**src/rtl/pcsr_pkg.sv**
```systemverilog
// package for the port charger status register slice
// assumes one 200 MHz core clock and a byte-wide register port from the serial engine
package pcsr_pkg;
    // register offsets on the internal register port
    localparam logic [7:0] LEGACY_ACCEPT_OFS = 8'h13; // read-only profile acceptance
    localparam logic [7:0] PIN_STATE_OFS = 8'h14; // read-only pins and power state
    localparam logic [7:0] GENERAL_CFG_OFS = 8'h15;
    localparam logic [7:0] EMULATION_CFG_OFS = 8'h16;
    localparam logic [7:0] SWITCH_CFG_OFS = 8'h17;
    localparam logic [7:0] ATTACH_CFG_OFS = 8'h18;
    localparam logic [7:0] DATA_SW_CFG_OFS = 8'h25;
    // reset values of the configuration registers
    localparam logic [7:0] GENERAL_CFG_RST = 8'h01;
    localparam logic [7:0] EMULATION_CFG_RST = 8'h8c;
    localparam logic [7:0] SWITCH_CFG_RST = 8'h04;
    localparam logic [7:0] ATTACH_CFG_RST = 8'h46;
    localparam logic [7:0] DATA_SW_CFG_RST = 8'h14;
    // number of legacy profiles, one acceptance bit each
    localparam int LEGACY_COUNT = 7;
    // pin status field positions
    localparam int PORT_POWER_ENABLE_CTL_MIRROR_BIT = 6;
    localparam int MODE_TWO_MIRROR_BIT = 5;
    localparam int MODE_ONE_MIRROR_BIT = 4;
    localparam int EMU_EN_MIRROR_BIT = 3;
    localparam int POLARITY_BIT = 2;
    localparam int POWER_STATE_LSB = 0;
    // software override positions inside the switch configuration register
    localparam int PORT_POWER_ENABLE_CTL_SOFT_BIT = 7;
    localparam int MODE_TWO_SOFT_BIT = 6;
    localparam int MODE_ONE_SOFT_BIT = 5;
    localparam int EMU_EN_SOFT_BIT = 4;
    // dedicated-charger data switch control inside the data switch configuration
    localparam int DCHG_DATA_SW_BIT = 0;
    // power state encoding
    typedef enum logic [1:0] {
        PCSR_SLEEP = 2'h0,
        PCSR_DETECT = 2'h1,
        PCSR_ACTIVE = 2'h2,
        PCSR_ERROR = 2'h3
    } pcsr_power_state_t;
endpackage

```
**src/rtl/pcsr_regs.sv**
```systemverilog
// status and configuration registers of the port charger controller
// assumes the serial engine presents one-cycle read and write strobes on sys_clk_in,
// and that pins arrive asynchronously and are synchronised here
//
// Contract
// - acceptance bits never drive alert or attach
// - clear acceptance on disable, mode change, removal
// - successful legacy handshake sets bit n-1
// - accepted legacy profile selects dedicated data switch
// - accepted legacy profile selects custom current limit
// - read-only pin status mirrors controls, power state
// - enable bit6, mode2 bit5, mode1 bit4, emulation bit3
// - mirror combines pin with software override
// - polarity decoded at power-up on bit 2
// - power state on bits 1-0, live
// - bus access wakes device, never reads sleep
// - five configuration registers with their defaults
`timescale 1ns/1ps
module pcsr_regs (
    input wire logic sys_clk_in,
    input wire logic rstn_in,
    // internal register port from the serial engine
    input wire logic [7:0] reg_addr_in,
    input wire logic reg_write_in,
    input wire logic reg_read_in,
    input wire logic [7:0] reg_wdata_in,
    output logic [7:0] reg_rdata_out,
    output logic reg_rvalid_out,
    output logic wake_request_out,
    // external control pins, asynchronous
    input wire logic port_power_enable_ctl_in,
    input wire logic mode_input_one_in,
    input wire logic mode_input_two_in,
    input wire logic emulation_enable_input_in,
    input wire logic polarity_select_in,
    // charger emulation engine and power state machine, same clock
    input wire logic [6:0] legacy_accept_set_in,
    input wire logic active_mode_change_in,
    input wire logic removal_detect_in,
    input wire logic [1:0] power_state_in,
    input wire logic engine_data_switch_in,
    input wire logic [1:0] engine_limit_mode_in,
    input wire logic [1:0] custom_limit_mode_in,
    // effective controls and steering
    output logic port_power_enabled_out,
    output logic mode_one_effective_out,
    output logic mode_two_effective_out,
    output logic emulation_enabled_out,
    output logic legacy_any_accepted_out,
    output logic data_switch_closed_out,
    output logic [1:0] current_limit_mode_out,
    // configuration register contents for the rest of the device
    output logic [7:0] general_config_out,
    output logic [7:0] emulation_config_out,
    output logic [7:0] switch_config_out,
    output logic [7:0] attach_detect_config_out,
    output logic [7:0] data_switch_config_out
);
    // two-flop synchronisers for the five pins; stage one is read only by stage two
    logic [4:0] pin_meta_q;
    logic [4:0] pin_sync_q;
    logic [1:0] settle_q; // counts edges until synced pins are trustworthy
    logic polarity_q; // decoded polarity, caught once after reset
    logic polarity_done_q;
    logic [6:0] accept_q; // legacy acceptance bits
    logic enabled_q; // last cycle's effective enable, for the falling edge
    logic [7:0] general_q;
    logic [7:0] emulation_q;
    logic [7:0] switch_q;
    logic [7:0] attach_q;
    logic [7:0] data_sw_q;
    logic [7:0] rdata_q;
    logic rvalid_q;

    // synchronise the pins; kept at zero through reset
    // bit order: power enable, mode one, mode two, emulation enable, polarity select
    always_ff @(posedge sys_clk_in or negedge rstn_in) begin
        if (!rstn_in) begin
            pin_meta_q <= 5'h00;
            pin_sync_q <= 5'h00;
        end else begin
            pin_meta_q <= {polarity_select_in, emulation_enable_input_in, mode_input_two_in,
                mode_input_one_in, port_power_enable_ctl_in};
            pin_sync_q <= pin_meta_q;
        end
    end

    // mirrors: a software override forces the reported level just as the pin does
    // the override is an OR, so software can force a mirror high but never low
    wire port_power_enable_mirror = pin_sync_q[0] | switch_q[pcsr_pkg::PORT_POWER_ENABLE_CTL_SOFT_BIT];
    wire mode_one_mirror = pin_sync_q[1] | switch_q[pcsr_pkg::MODE_ONE_SOFT_BIT];
    wire mode_two_mirror = pin_sync_q[2] | switch_q[pcsr_pkg::MODE_TWO_SOFT_BIT];
    wire emulation_enable_mirror = pin_sync_q[3] | switch_q[pcsr_pkg::EMU_EN_SOFT_BIT];
    wire polarity_pin = pin_sync_q[4];

    // polarity is caught once, after the synchroniser has filled; a later pin move is ignored
    // limitation: moving the polarity strap after power-up needs a reset to take effect
    always_ff @(posedge sys_clk_in or negedge rstn_in) begin
        if (!rstn_in) begin
            settle_q <= 2'h0;
            polarity_q <= 1'b0;
            polarity_done_q <= 1'b0;
        end else if (!polarity_done_q) begin
            settle_q <= settle_q + 2'h1;
            if (settle_q == 2'h2) begin
                polarity_q <= polarity_pin;
                polarity_done_q <= 1'b1;
            end
        end
    end

    // power switch is enabled when the control level matches the decoded polarity;
    // held off until polarity is known so no false enable glitch reaches the switch
    // a falling enable is the disable event that empties the acceptance byte
    wire enabled = polarity_done_q & (port_power_enable_mirror == polarity_q);
    wire enable_fell = enabled_q & ~enabled;

    // acceptance bits: set wins over a clear in the same cycle so no handshake is lost
    // a clear with no set empties the byte at the next edge, seen at the next read
    wire accept_clear = enable_fell | active_mode_change_in | removal_detect_in;
    wire [6:0] accept_d = (accept_clear ? 7'h00 : accept_q) | legacy_accept_set_in;
    always_ff @(posedge sys_clk_in or negedge rstn_in) begin
        if (!rstn_in) begin
            accept_q <= 7'h00;
            enabled_q <= 1'b0;
        end else begin
            accept_q <= accept_d;
            enabled_q <= enabled;
        end
    end

    // steering while any legacy profile holds; acceptance bits reach no alert or attach logic
    // both selections stay combinational so the switch follows the byte with no extra delay
    wire any_accepted = |accept_q;
    wire data_sw_sel = any_accepted ? data_sw_q[pcsr_pkg::DCHG_DATA_SW_BIT]
                                    : engine_data_switch_in;
    wire [1:0] limit_sel = any_accepted ? custom_limit_mode_in : engine_limit_mode_in;

    // address decode of the register port
    // the two status offsets are matched only in the read path, never for writes
    wire hit_general = reg_addr_in == pcsr_pkg::GENERAL_CFG_OFS;
    wire hit_emulation = reg_addr_in == pcsr_pkg::EMULATION_CFG_OFS;
    wire hit_switch = reg_addr_in == pcsr_pkg::SWITCH_CFG_OFS;
    wire hit_attach = reg_addr_in == pcsr_pkg::ATTACH_CFG_OFS;
    wire hit_data_sw = reg_addr_in == pcsr_pkg::DATA_SW_CFG_OFS;

    // configuration registers; status offsets have no write path at all
    // each byte keeps its value until the next write to its own offset
    // a write to an unmapped or status offset matches no hit and is dropped
    always_ff @(posedge sys_clk_in or negedge rstn_in) begin
        if (!rstn_in) begin
            general_q <= pcsr_pkg::GENERAL_CFG_RST;
            emulation_q <= pcsr_pkg::EMULATION_CFG_RST;
            switch_q <= pcsr_pkg::SWITCH_CFG_RST;
            attach_q <= pcsr_pkg::ATTACH_CFG_RST;
            data_sw_q <= pcsr_pkg::DATA_SW_CFG_RST;
        end else if (reg_write_in) begin
            if (hit_general) general_q <= reg_wdata_in;
            if (hit_emulation) emulation_q <= reg_wdata_in;
            if (hit_switch) switch_q <= reg_wdata_in;
            if (hit_attach) attach_q <= reg_wdata_in;
            if (hit_data_sw) data_sw_q <= reg_wdata_in;
        end
    end

    // the access itself wakes the device, so a read reports detect rather than sleep
    // the live state comes straight from the state machine with no register in between
    wire [1:0] state_seen = (power_state_in == pcsr_pkg::PCSR_SLEEP) ? pcsr_pkg::PCSR_DETECT
                                                                       : power_state_in;
    wire [7:0] pin_status;
    assign pin_status[7] = 1'b0;
    assign pin_status[pcsr_pkg::PORT_POWER_ENABLE_CTL_MIRROR_BIT] = port_power_enable_mirror;
    assign pin_status[pcsr_pkg::MODE_TWO_MIRROR_BIT] = mode_two_mirror;
    assign pin_status[pcsr_pkg::MODE_ONE_MIRROR_BIT] = mode_one_mirror;
    assign pin_status[pcsr_pkg::EMU_EN_MIRROR_BIT] = emulation_enable_mirror;
    assign pin_status[pcsr_pkg::POLARITY_BIT] = polarity_q;
    assign pin_status[pcsr_pkg::POWER_STATE_LSB +: 2] = state_seen;

    // read multiplexer; unmapped offsets read as zero
    // a priority chain, but the offsets are distinct so the order changes nothing
    wire [7:0] read_mux =
        (reg_addr_in == pcsr_pkg::LEGACY_ACCEPT_OFS) ? {1'b0, accept_q} :
        (reg_addr_in == pcsr_pkg::PIN_STATE_OFS) ? pin_status :
        hit_general ? general_q :
        hit_emulation ? emulation_q :
        hit_switch ? switch_q :
        hit_attach ? attach_q :
        hit_data_sw ? data_sw_q : 8'h00;

    // read data is registered and valid one cycle after the strobe
    // rdata holds the last byte read until the next strobe, which saves a clear path
    always_ff @(posedge sys_clk_in or negedge rstn_in) begin
        if (!rstn_in) begin
            rdata_q <= 8'h00;
            rvalid_q <= 1'b0;
        end else begin
            rvalid_q <= reg_read_in;
            if (reg_read_in) rdata_q <= read_mux;
        end
    end

    // outputs
    // steering and mirrors are combinational; register contents come from flops
    assign reg_rdata_out = rdata_q;
    assign reg_rvalid_out = rvalid_q;
    assign wake_request_out = reg_read_in | reg_write_in;
    assign port_power_enabled_out = enabled;
    assign mode_one_effective_out = mode_one_mirror;
    assign mode_two_effective_out = mode_two_mirror;
    assign emulation_enabled_out = emulation_enable_mirror;
    assign legacy_any_accepted_out = any_accepted;
    assign data_switch_closed_out = data_sw_sel;
    assign current_limit_mode_out = limit_sel;
    assign general_config_out = general_q;
    assign emulation_config_out = emulation_q;
    assign switch_config_out = switch_q;
    assign attach_detect_config_out = attach_q;
    assign data_switch_config_out = data_sw_q;
endmodule

```
**config.mk**
```make
export PLATFORM = sky130hd
export DESIGN_NAME = pcsr_regs
export DESIGN_NICKNAME = d
export VERILOG_FILES = /design/src/rtl/pcsr_pkg.sv /design/src/rtl/pcsr_regs.sv
export SDC_FILE = /design/constraint.sdc
export NUM_CORES = 1
export LEC_CHECK = 0
export ABC_AREA = 1
export BUFFER_PORTS_ARGS = -buffer_cell sky130_fd_sc_hd__buf_4
export CAP_MARGIN = 40
export CELL_PAD_IN_SITES_DETAIL_PLACEMENT = 2
export CELL_PAD_IN_SITES_GLOBAL_PLACEMENT = 2
export CORE_MARGIN = 5
export CORE_UTILIZATION = 27
export CTS_CLUSTER_SIZE = 24
export DETAILED_ROUTE_END_ITERATION = 16
export GPL_TIMING_DRIVEN = 1
export PLACE_DENSITY_LB_ADDON = 0.1
export SLEW_MARGIN = 20
export SYNTH_ARGS = -nofsm -noshare
export SYNTH_HDL_FRONTEND = slang
export SYNTH_SLANG_ARGS = --single-unit
```
**constraint.sdc**
```tcl
create_clock -name sys_clk_in -period 1.2 [get_ports sys_clk_in]
set_input_delay 0.06 -clock sys_clk_in [delete_from_list [all_inputs] [get_ports sys_clk_in]]
set_output_delay 0.06 -clock sys_clk_in [all_outputs]
set_load 0.005 [all_outputs]
```
==> results.md, run 1 <==
- Outcome: complete, but fails checks
- Failing checks: negative setup slack
- Worst path depth: 6
- Chip Width: 122.8 um
- Initial antenna violation count: 0
- CTS Buf Count: 9
- Worst reg2reg path startpoint: switch_config_out[7]$_DFFE_PN0P_
- Core box area: 12,570 sq um
- First-pass GRT wire length: 18.69 mm
- Crit-path cells: nor4_2, nand4_1, buf_6, nor2_4, a21oi_2, buf_4
- Total GRT Usage: 0.1650
- Fin crit period: 1.712 ns
- Post-Syn Area: 3435 sq um
- CP max-delay cell: dfrtp_1
- Crit path launch type: flip-flop
- Worst setup endpoint: data_switch_closed_out
- Worst setup path startpoint: accept_q[2]$_DFF_PN0_
- Setup ws final: -0.5121 ns
- Total clock sinks: between 70 and 80
- N_diodes: 0
- Sequential element share of the synthesized area: 0.5209
- F_max: around 0.58 GHz
- Final Hold Violating Endpoints: 0
- Max-slew violation count: 0
- Power per cell area: 1260 nW/um^2
- Layout cell share with drive strength beyond 1: 0.4164
- Worst path max stage delay: 0.40 ns
- Fin nets: 576
- Met2 usage in global routing: 0.3024
- Cells after Synth: 383
- FF-to-FF path depth: 7
- Worst setup EP type: output port
- MaxCap Viol Count: 0
- Hold WC Path Type: primary input to flip-flop
- TritonCTS clock tree: yes
- Largest family of logic cells by synthesized area: simple AND/OR/NAND/NOR gates
- Dpl cells: 676
- Syn Area/Cell: 8.967 sq um
- Syn nets: 425
- R2R setup slack: -0.22 ns
- Total gr overflow: 0
- YS warnings: 0
- Number of vias in the routed layout: 3,141
- Worst R2R End: accept_q[4]$_DFF_PN0_
- Final worst path period share: 1.427
- Detailed placement HPWL: 9.036 mm
- Synth Area in Simple Gates: 0.2525
- 1st-iter DRT viols: 76
- Worst Path Required: approximately 1.1 ns
- Drt total wl: 11.95 mm
- End-of-flow core utilization: 0.4206
- Antenna-violating nets left: 0
- Clock tree buffer depth: 2
- WP buf/inv: 2
- FF+latch count, synth: between 70 and 80
- Post-route insts no fill: between 700 and 800
- DRT Pass-1 Iters: 4
- Unique masters post-synth: 34
- Crit Path Category: flip-flop to output port
- Vias per inst: 4.424
- Vias in the first global route: 3,540
- Endpoints failing setup: 16
- Crit-path max FO: 7
- Family with the most delay on the worst path: simple AND/OR/NAND/NOR gates
- Worst-path clk slew: 0.06 ns
- Worst path arrival time: 1.65 ns
- P&R area growth vs syn: 53.92%
- Synth Area in Adders: 0.003643
- Port bufs: ~100
- Clk_lat worst skew: 0.33 ns
- Slew @ Worst Pin: 0.3994 ns
- Routing usage on met3: 0.02949
- GRT Max-Usage Layer: met2
- P_leak: around 0.0027 uW
- Routed wire length per instance: 16.84 um
- Slew Limit Headroom: 0.7337
- Post-Synth XOR/XNOR Area: 0.002550
- I/O pins: 99
- CTS HTree Levels: 3
- RSZ-0062 raised after global routing: yes
- Synth Area in Compound Gates: 0.1279
- GR Layer Usage met1: 0.1984
- Clock Root Buffer: clkbuf_16
- Starting Density: 0.2733
- Pin count of the biggest net entering global routing: 30
- Die height: 122.8 um
- Skew final: 0.006348 ns
- Area of the die: 15,080 sq um
- Mux cell area share after synthesis: 0
- Worst vdd ir: 0.0006523 V
- Row cnt: between 40 and 50
- Drt drc: 0
- Routability cong.: slightly above 0.7
## sequential cells by signal, indices dropped and copies added (netlist names)
register	cells
data_switch_config_out	8
reg_rdata_out	8
emulation_config_out	8
enabled_q	1
polarity_done_q	1
accept_q	7
general_config_out	8
reg_rvalid_out	1
attach_detect_config_out	8
pin_sync_q	5
switch_config_out	8
polarity_q	1
settle_q	2
pin_meta_q	5
## per-layer routing
| layer | vias up | share of wire |
|---|---|---|
| li1 | 1517 | - |
| met1 | 1566 | 0.42 |
| met2 | 50 | 0.54 |
| met3 | 8 | 0.035 |
| met4 | 0 | 0.0094 |
| met5 | - | 0 |
## cell usage in the layout, fill, tap and decap left out, drive strengths merged
cell	Yosys	routed
nand3	26	26
o21bai	8	8
inv	58	58
dfrtp	61	61
a211oi	1	1
dlygate4sd3	0	16
nor4	1	1
bufinv	0	4
o211ai	1	1
or2	5	5
nand2	108	108
buf	8	132
clkbuf	0	9
o2111ai	1	1
xnor2	1	1
o21ai	46	46
nand4	8	8
nor3	1	1
ha	1	1
o21a	6	6
clkinv	1	3
dfstp	10	10
a21oi	4	4
nor2	27	27
## where the power goes
part / internal, uW / switching (uW)
registers: 2530 / 91.5
logic: 417 / 376
clock network: 2230 / 1020
## kinds of logic (layout without fill, tap and decap cells)
| logic type | count (synthesis) | after routing |
|---|---|---|
| buffers and inverters | 67 | 222 |
| AOI/OAI and AO/OA | 67 | 67 |
| DFF | 71 | 71 |
| adders and majority gates | 1 | 1 |
| and+or+nand+nor | 176 | 176 |
| xor gates and xnor gates | 1 | 1 |
## final cells by class
class                           instances  area (sq um)
Sequential cell                        71          1790
Timing Repair Buffer                  148          1271
Clock inverter                          6         133.9
Multi-Input combinational cell        245          1424
Fill cell                            1402          7282
Tap cell                              172         215.2
Inverter                               59         226.5
Clock buffer                            9         225.2
## timing repair
action                     in CTS  in global routing
gates resized for setup        31                  5
pin swaps                      21                 12
hold endpoints to repair       50                  0
setup endpoints to repair      19                 20
setup buffers                   1                  2
hold buffers                   16                  0
## worst min-delay path, cell delays in order
cell and delay [ns]:
buf_4 0.08, nor2_1 0.05, o21ai_4 0.11, o21bai_1 0.07
## metrics by stage
stage	hold slack (ns)	total power [uW]	setup WS, ns	instance area [sq um]	setup TNS [ns]
6_report	0.08278	6662	-0.5121	5286	-3.758
4_1_cts	0.06967	6742	-0.4862	5255	-3.252
3_3_place_gp	0.01960	3340	-0.1210	4609	-1.539
3_5_place_dp	0.02428	3367	-0.2186	4609	-2.759
5_1_grt	0.09373	6966	-0.5925	5286	-4.892
2_1_floorplan	-0.2356	2872	0.01828	3442	0
## how the worst min path moves through the flow
| stage | depth (start not counted) | end | slack (ns) | startpoint |
|---|---|---|---|---|
| final | 4 | accept_q[1]$_DFF_PN0_ | 0.08 | active_mode_change_in |
| after floorplan | 0 | accept_q[0]$_DFF_PN0_ | -0.24 | rstn_in |
| after global placement | 1 | data_switch_config_out[5]$_DFFE_PN0P_ | 0.02 | rstn_in |
| after CTS | 4 | accept_q[3]$_DFF_PN0_ | 0.07 | active_mode_change_in |
| after detailed placement | 1 | attach_detect_config_out[5]$_DFFE_PN0P_ | 0.02 | rstn_in |
| after global routing | 4 | accept_q[0]$_DFF_PN0_ | 0.09 | active_mode_change_in |
## Yosys cell counts
| cell | count | area share |
|---|---|---|
| nand2_1 | 96 | 0.10 |
| dfrtp_1 | 61 | 0.44 |
| inv_1 | 52 | 0.057 |
| nand3_1 | 23 | 0.034 |
| o21ai_0 | 23 | 0.034 |
| nor2_1 | 20 | 0.022 |
| o21ai_2 | 16 | 0.041 |
| dfstp_2 | 10 | 0.077 |
| nand2_2 | 8 | 0.015 |
| nand4_1 | 8 | 0.015 |
| o21bai_1 | 8 | 0.017 |
| o21ai_1 | 7 | 0.010 |
| o21a_1 | 6 | 0.013 |
| buf_6 | 5 | 0.016 |
| or2_2 | 5 | 0.0091 |
| a21oi_1 | 4 | 0.0058 |
| inv_2 | 4 | 0.0044 |
| nand2_4 | 4 | 0.013 |
| nor2_4 | 3 | 0.0098 |
| buf_8 | 2 | 0.0087 |
| inv_4 | 2 | 0.0036 |
| nand3_2 | 2 | 0.0058 |
| nor2_2 | 2 | 0.0036 |
| nor2_8 | 2 | 0.012 |
| a211oi_1 | 1 | 0.0022 |
| buf_2 | 1 | 0.0015 |
| clkinv_1 | 1 | 0.0011 |
| ha_1 | 1 | 0.0036 |
| nand3_4 | 1 | 0.0051 |
| nor3_2 | 1 | 0.0029 |
| nor4_1 | 1 | 0.0018 |
| o2111ai_1 | 1 | 0.0026 |
| o211ai_1 | 1 | 0.0022 |
| xnor2_1 | 1 | 0.0026 |
(Power assumes the default switching activity.)
==> run 2, diff against run 1 <==
- CTS_CLUSTER_DIAMETER: default -> 100
- SKIP_CTS_REPAIR_TIMING: default -> 1
==> results.md, run 2 (synthesis gave the netlist of run 1 again) <==
- Outcome: complete, but fails checks
- Failing checks: negative setup slack
- Worst path arrival time: 1.63 ns
- Routed wire length per instance: 16.85 um
- DP Worst Slack: -0.2186 ns
- Initial antenna violation count: 0
- RSZ-0062 raised after global routing: yes
- Layout cell share with drive strength beyond 1: 0.4134
- Worst vdd ir: 0.0006518 V
- Starting Density: 0.2733
- Worst setup EP type: output port
- Commonest non-fill, non-tap cells in the layout: buf_4 (111), nand2_1 (94), dfrtp_1 (61)
- Combinational share of power: 0.119
- N_diodes: 0
- Skew final: 0.005692 ns
- Area of the die: 15,080 sq um
- Switching Share: 0.2224
- MaxCap Viol Count: 0
- Drt drc: 0
- Port bufs: 98
- Drt total wl: 11.95 mm
- Clock Root Buffer: clkbuf_16
- Placed Instance Area: between 4000 and 5000 sq um
- Detailed placement HPWL: 9.036 mm
- F_max: 0.5912 GHz
- Die height: 122.8 um
- Power per cell area: about 1300 nW/um^2
- Core box area: 12,570 sq um
- Hold WC Path Type: primary input to flip-flop
- CTS HTree Levels: 3
- Worst Path Required: 1.14 ns
- Antenna-violating nets left: 0
- CTS Buf Count: 9
- Worst-path clk slew: about 0.06 ns
- Slew @ Worst Pin: ~0.40 ns
- Clock share of power: 0.487
- Clock tree buffer depth: 2
- Number of vias in the routed layout: roughly 3,100
- Worst path max stage delay: 0.40 ns
- Crit-path cells: nor4_2, nand4_1, buf_6, nor2_4, a21oi_2, buf_4
- Slew Limit Headroom: 0.7304
- Clk_lat worst skew: 0.33 ns
- Crit path launch type: flip-flop
- 1st-iter DRT viols: 94
- Pin count of the biggest net entering global routing: 30
- TritonCTS clock tree: yes
- Sequential Power Share: 0.394
- Int Pwr: 5170 uW
- Final worst path period share: 1.410
- Routability cong.: about 0.72
- Family with the most delay on the worst path: simple AND/OR/NAND/NOR gates
- WP buf/inv: 2
- Worst hold margin: 0.07650 ns
- Final Hold Violating Endpoints: 0
- Row cnt: 41
- Max-slew violation count: 0
- Vias per inst: roughly 4.4
- CP max-delay cell: dfrtp_1
- P_leak: 0.002663 uW
- First-pass GRT wire length: between 15 and 20 mm
- Crit-path max FO: 7
- Chip Width: roughly 120 um
- Total GRT Usage: 0.1601
- Fin nets: 575
- Total Neg Setup Slack: -3.164 ns
- Total gr overflow: 0
- Commonest non-fill, non-tap cell in the layout: buf_4
- I/O pins: 99
- P&R area growth vs syn: 53.92%
- DRT Pass-1 Iters: 4
- Vias in the first global route: 3,493
- Setup ws final: -0.4916 ns
- Final instance area: about 5300 sq um
- Tot Pwr: 6649 uW
- Sw Pwr: 1479 uW
- Total clock sinks: slightly above 70
- Endpoints failing setup: 18
- Fin crit period: 1.692 ns
- Crit Path Category: flip-flop to output port
==> run 2: final cells by class <==
type,count,area (sq um)
Fill cell,1404,7282
Sequential cell,71,1789
Multi-Input combinational cell,245,1425
Timing Repair Buffer,147,1271
Inverter,59,226.5
Clock buffer,9,225.2
Tap cell,172,215.2
Clock inverter,6,133.9
==> run 2: per-layer routing <==
| layer | vias to the layer above | routed length [um] | share of wire | global-route usage |
|---|---|---|---|---|
| met1 | 1580 | 4930 | 0.41 | 0.1915 |
| met2 | 50 | 6529 | 0.55 | 0.2938 |
| met3 | 5 | 415 | 0.035 | 0.02857 |
| li1 | 1513 | - | - | - |
| met4 | 0 | 74 | 0.0062 | 0.04199 |
| met5 | - | 0 | 0 | 0 |
==> run 2: power by group through the flow <==
stage	sequential, uW	combinational [uW]	clock, uW
5_1_grt	2630	871	3460
3_5_place_dp	2660	711	0
2_1_floorplan	2640	232	0
3_3_place_gp	2650	687	0
4_1_cts	2620	718	3320
6_report	2620	791	3240
==> run 2: worst paths after layout <==
path / start / end / slack (ns) / depth (start not counted)
worst max register to register: switch_config_out[7]$_DFFE_PN0P_ / reg_rdata_out[6]$_DFFE_PN0P_ / -0.20 / 10
min in group asynchronous: rstn_in / switch_config_out[5]$_DFFE_PN0P_ / 0.21 / 2
worst max-delay path: accept_q[6]$_DFF_PN0_ / data_switch_closed_out / -0.49 / 6
worst min-delay path: active_mode_change_in / accept_q[3]$_DFF_PN0_ / 0.08 / 4
worst min register to register: pin_meta_q[0]$_DFF_PN0_ / pin_sync_q[0]$_DFF_PN0_ / 0.35 / 0
max in group asynchronous: rstn_in / emulation_config_out[2]$_DFFE_PN1P_ / 0.42 / 3
==> run 2: through the flow <==
stage | utilization | instances
floorplan | - | 383
global placement | 0.3668 | 676
detailed placement | 0.3668 | 676
CTS | 0.3953 | 691
global route | 0.4206 | 709
finish | 0.4206 | 709
==> run 2: worst register-to-register path, cell delays in order, from the launching register on <==
cell and delay [ns]:
dfrtp_1 0.43, nor2_1 0.13, inv_2 0.07, buf_6 0.13, buf_6 0.11, nand3_2 0.04
nand2_1 0.04, inv_1 0.06, nand4_1 0.11, nand2_1 0.10, nand2_1 0.07
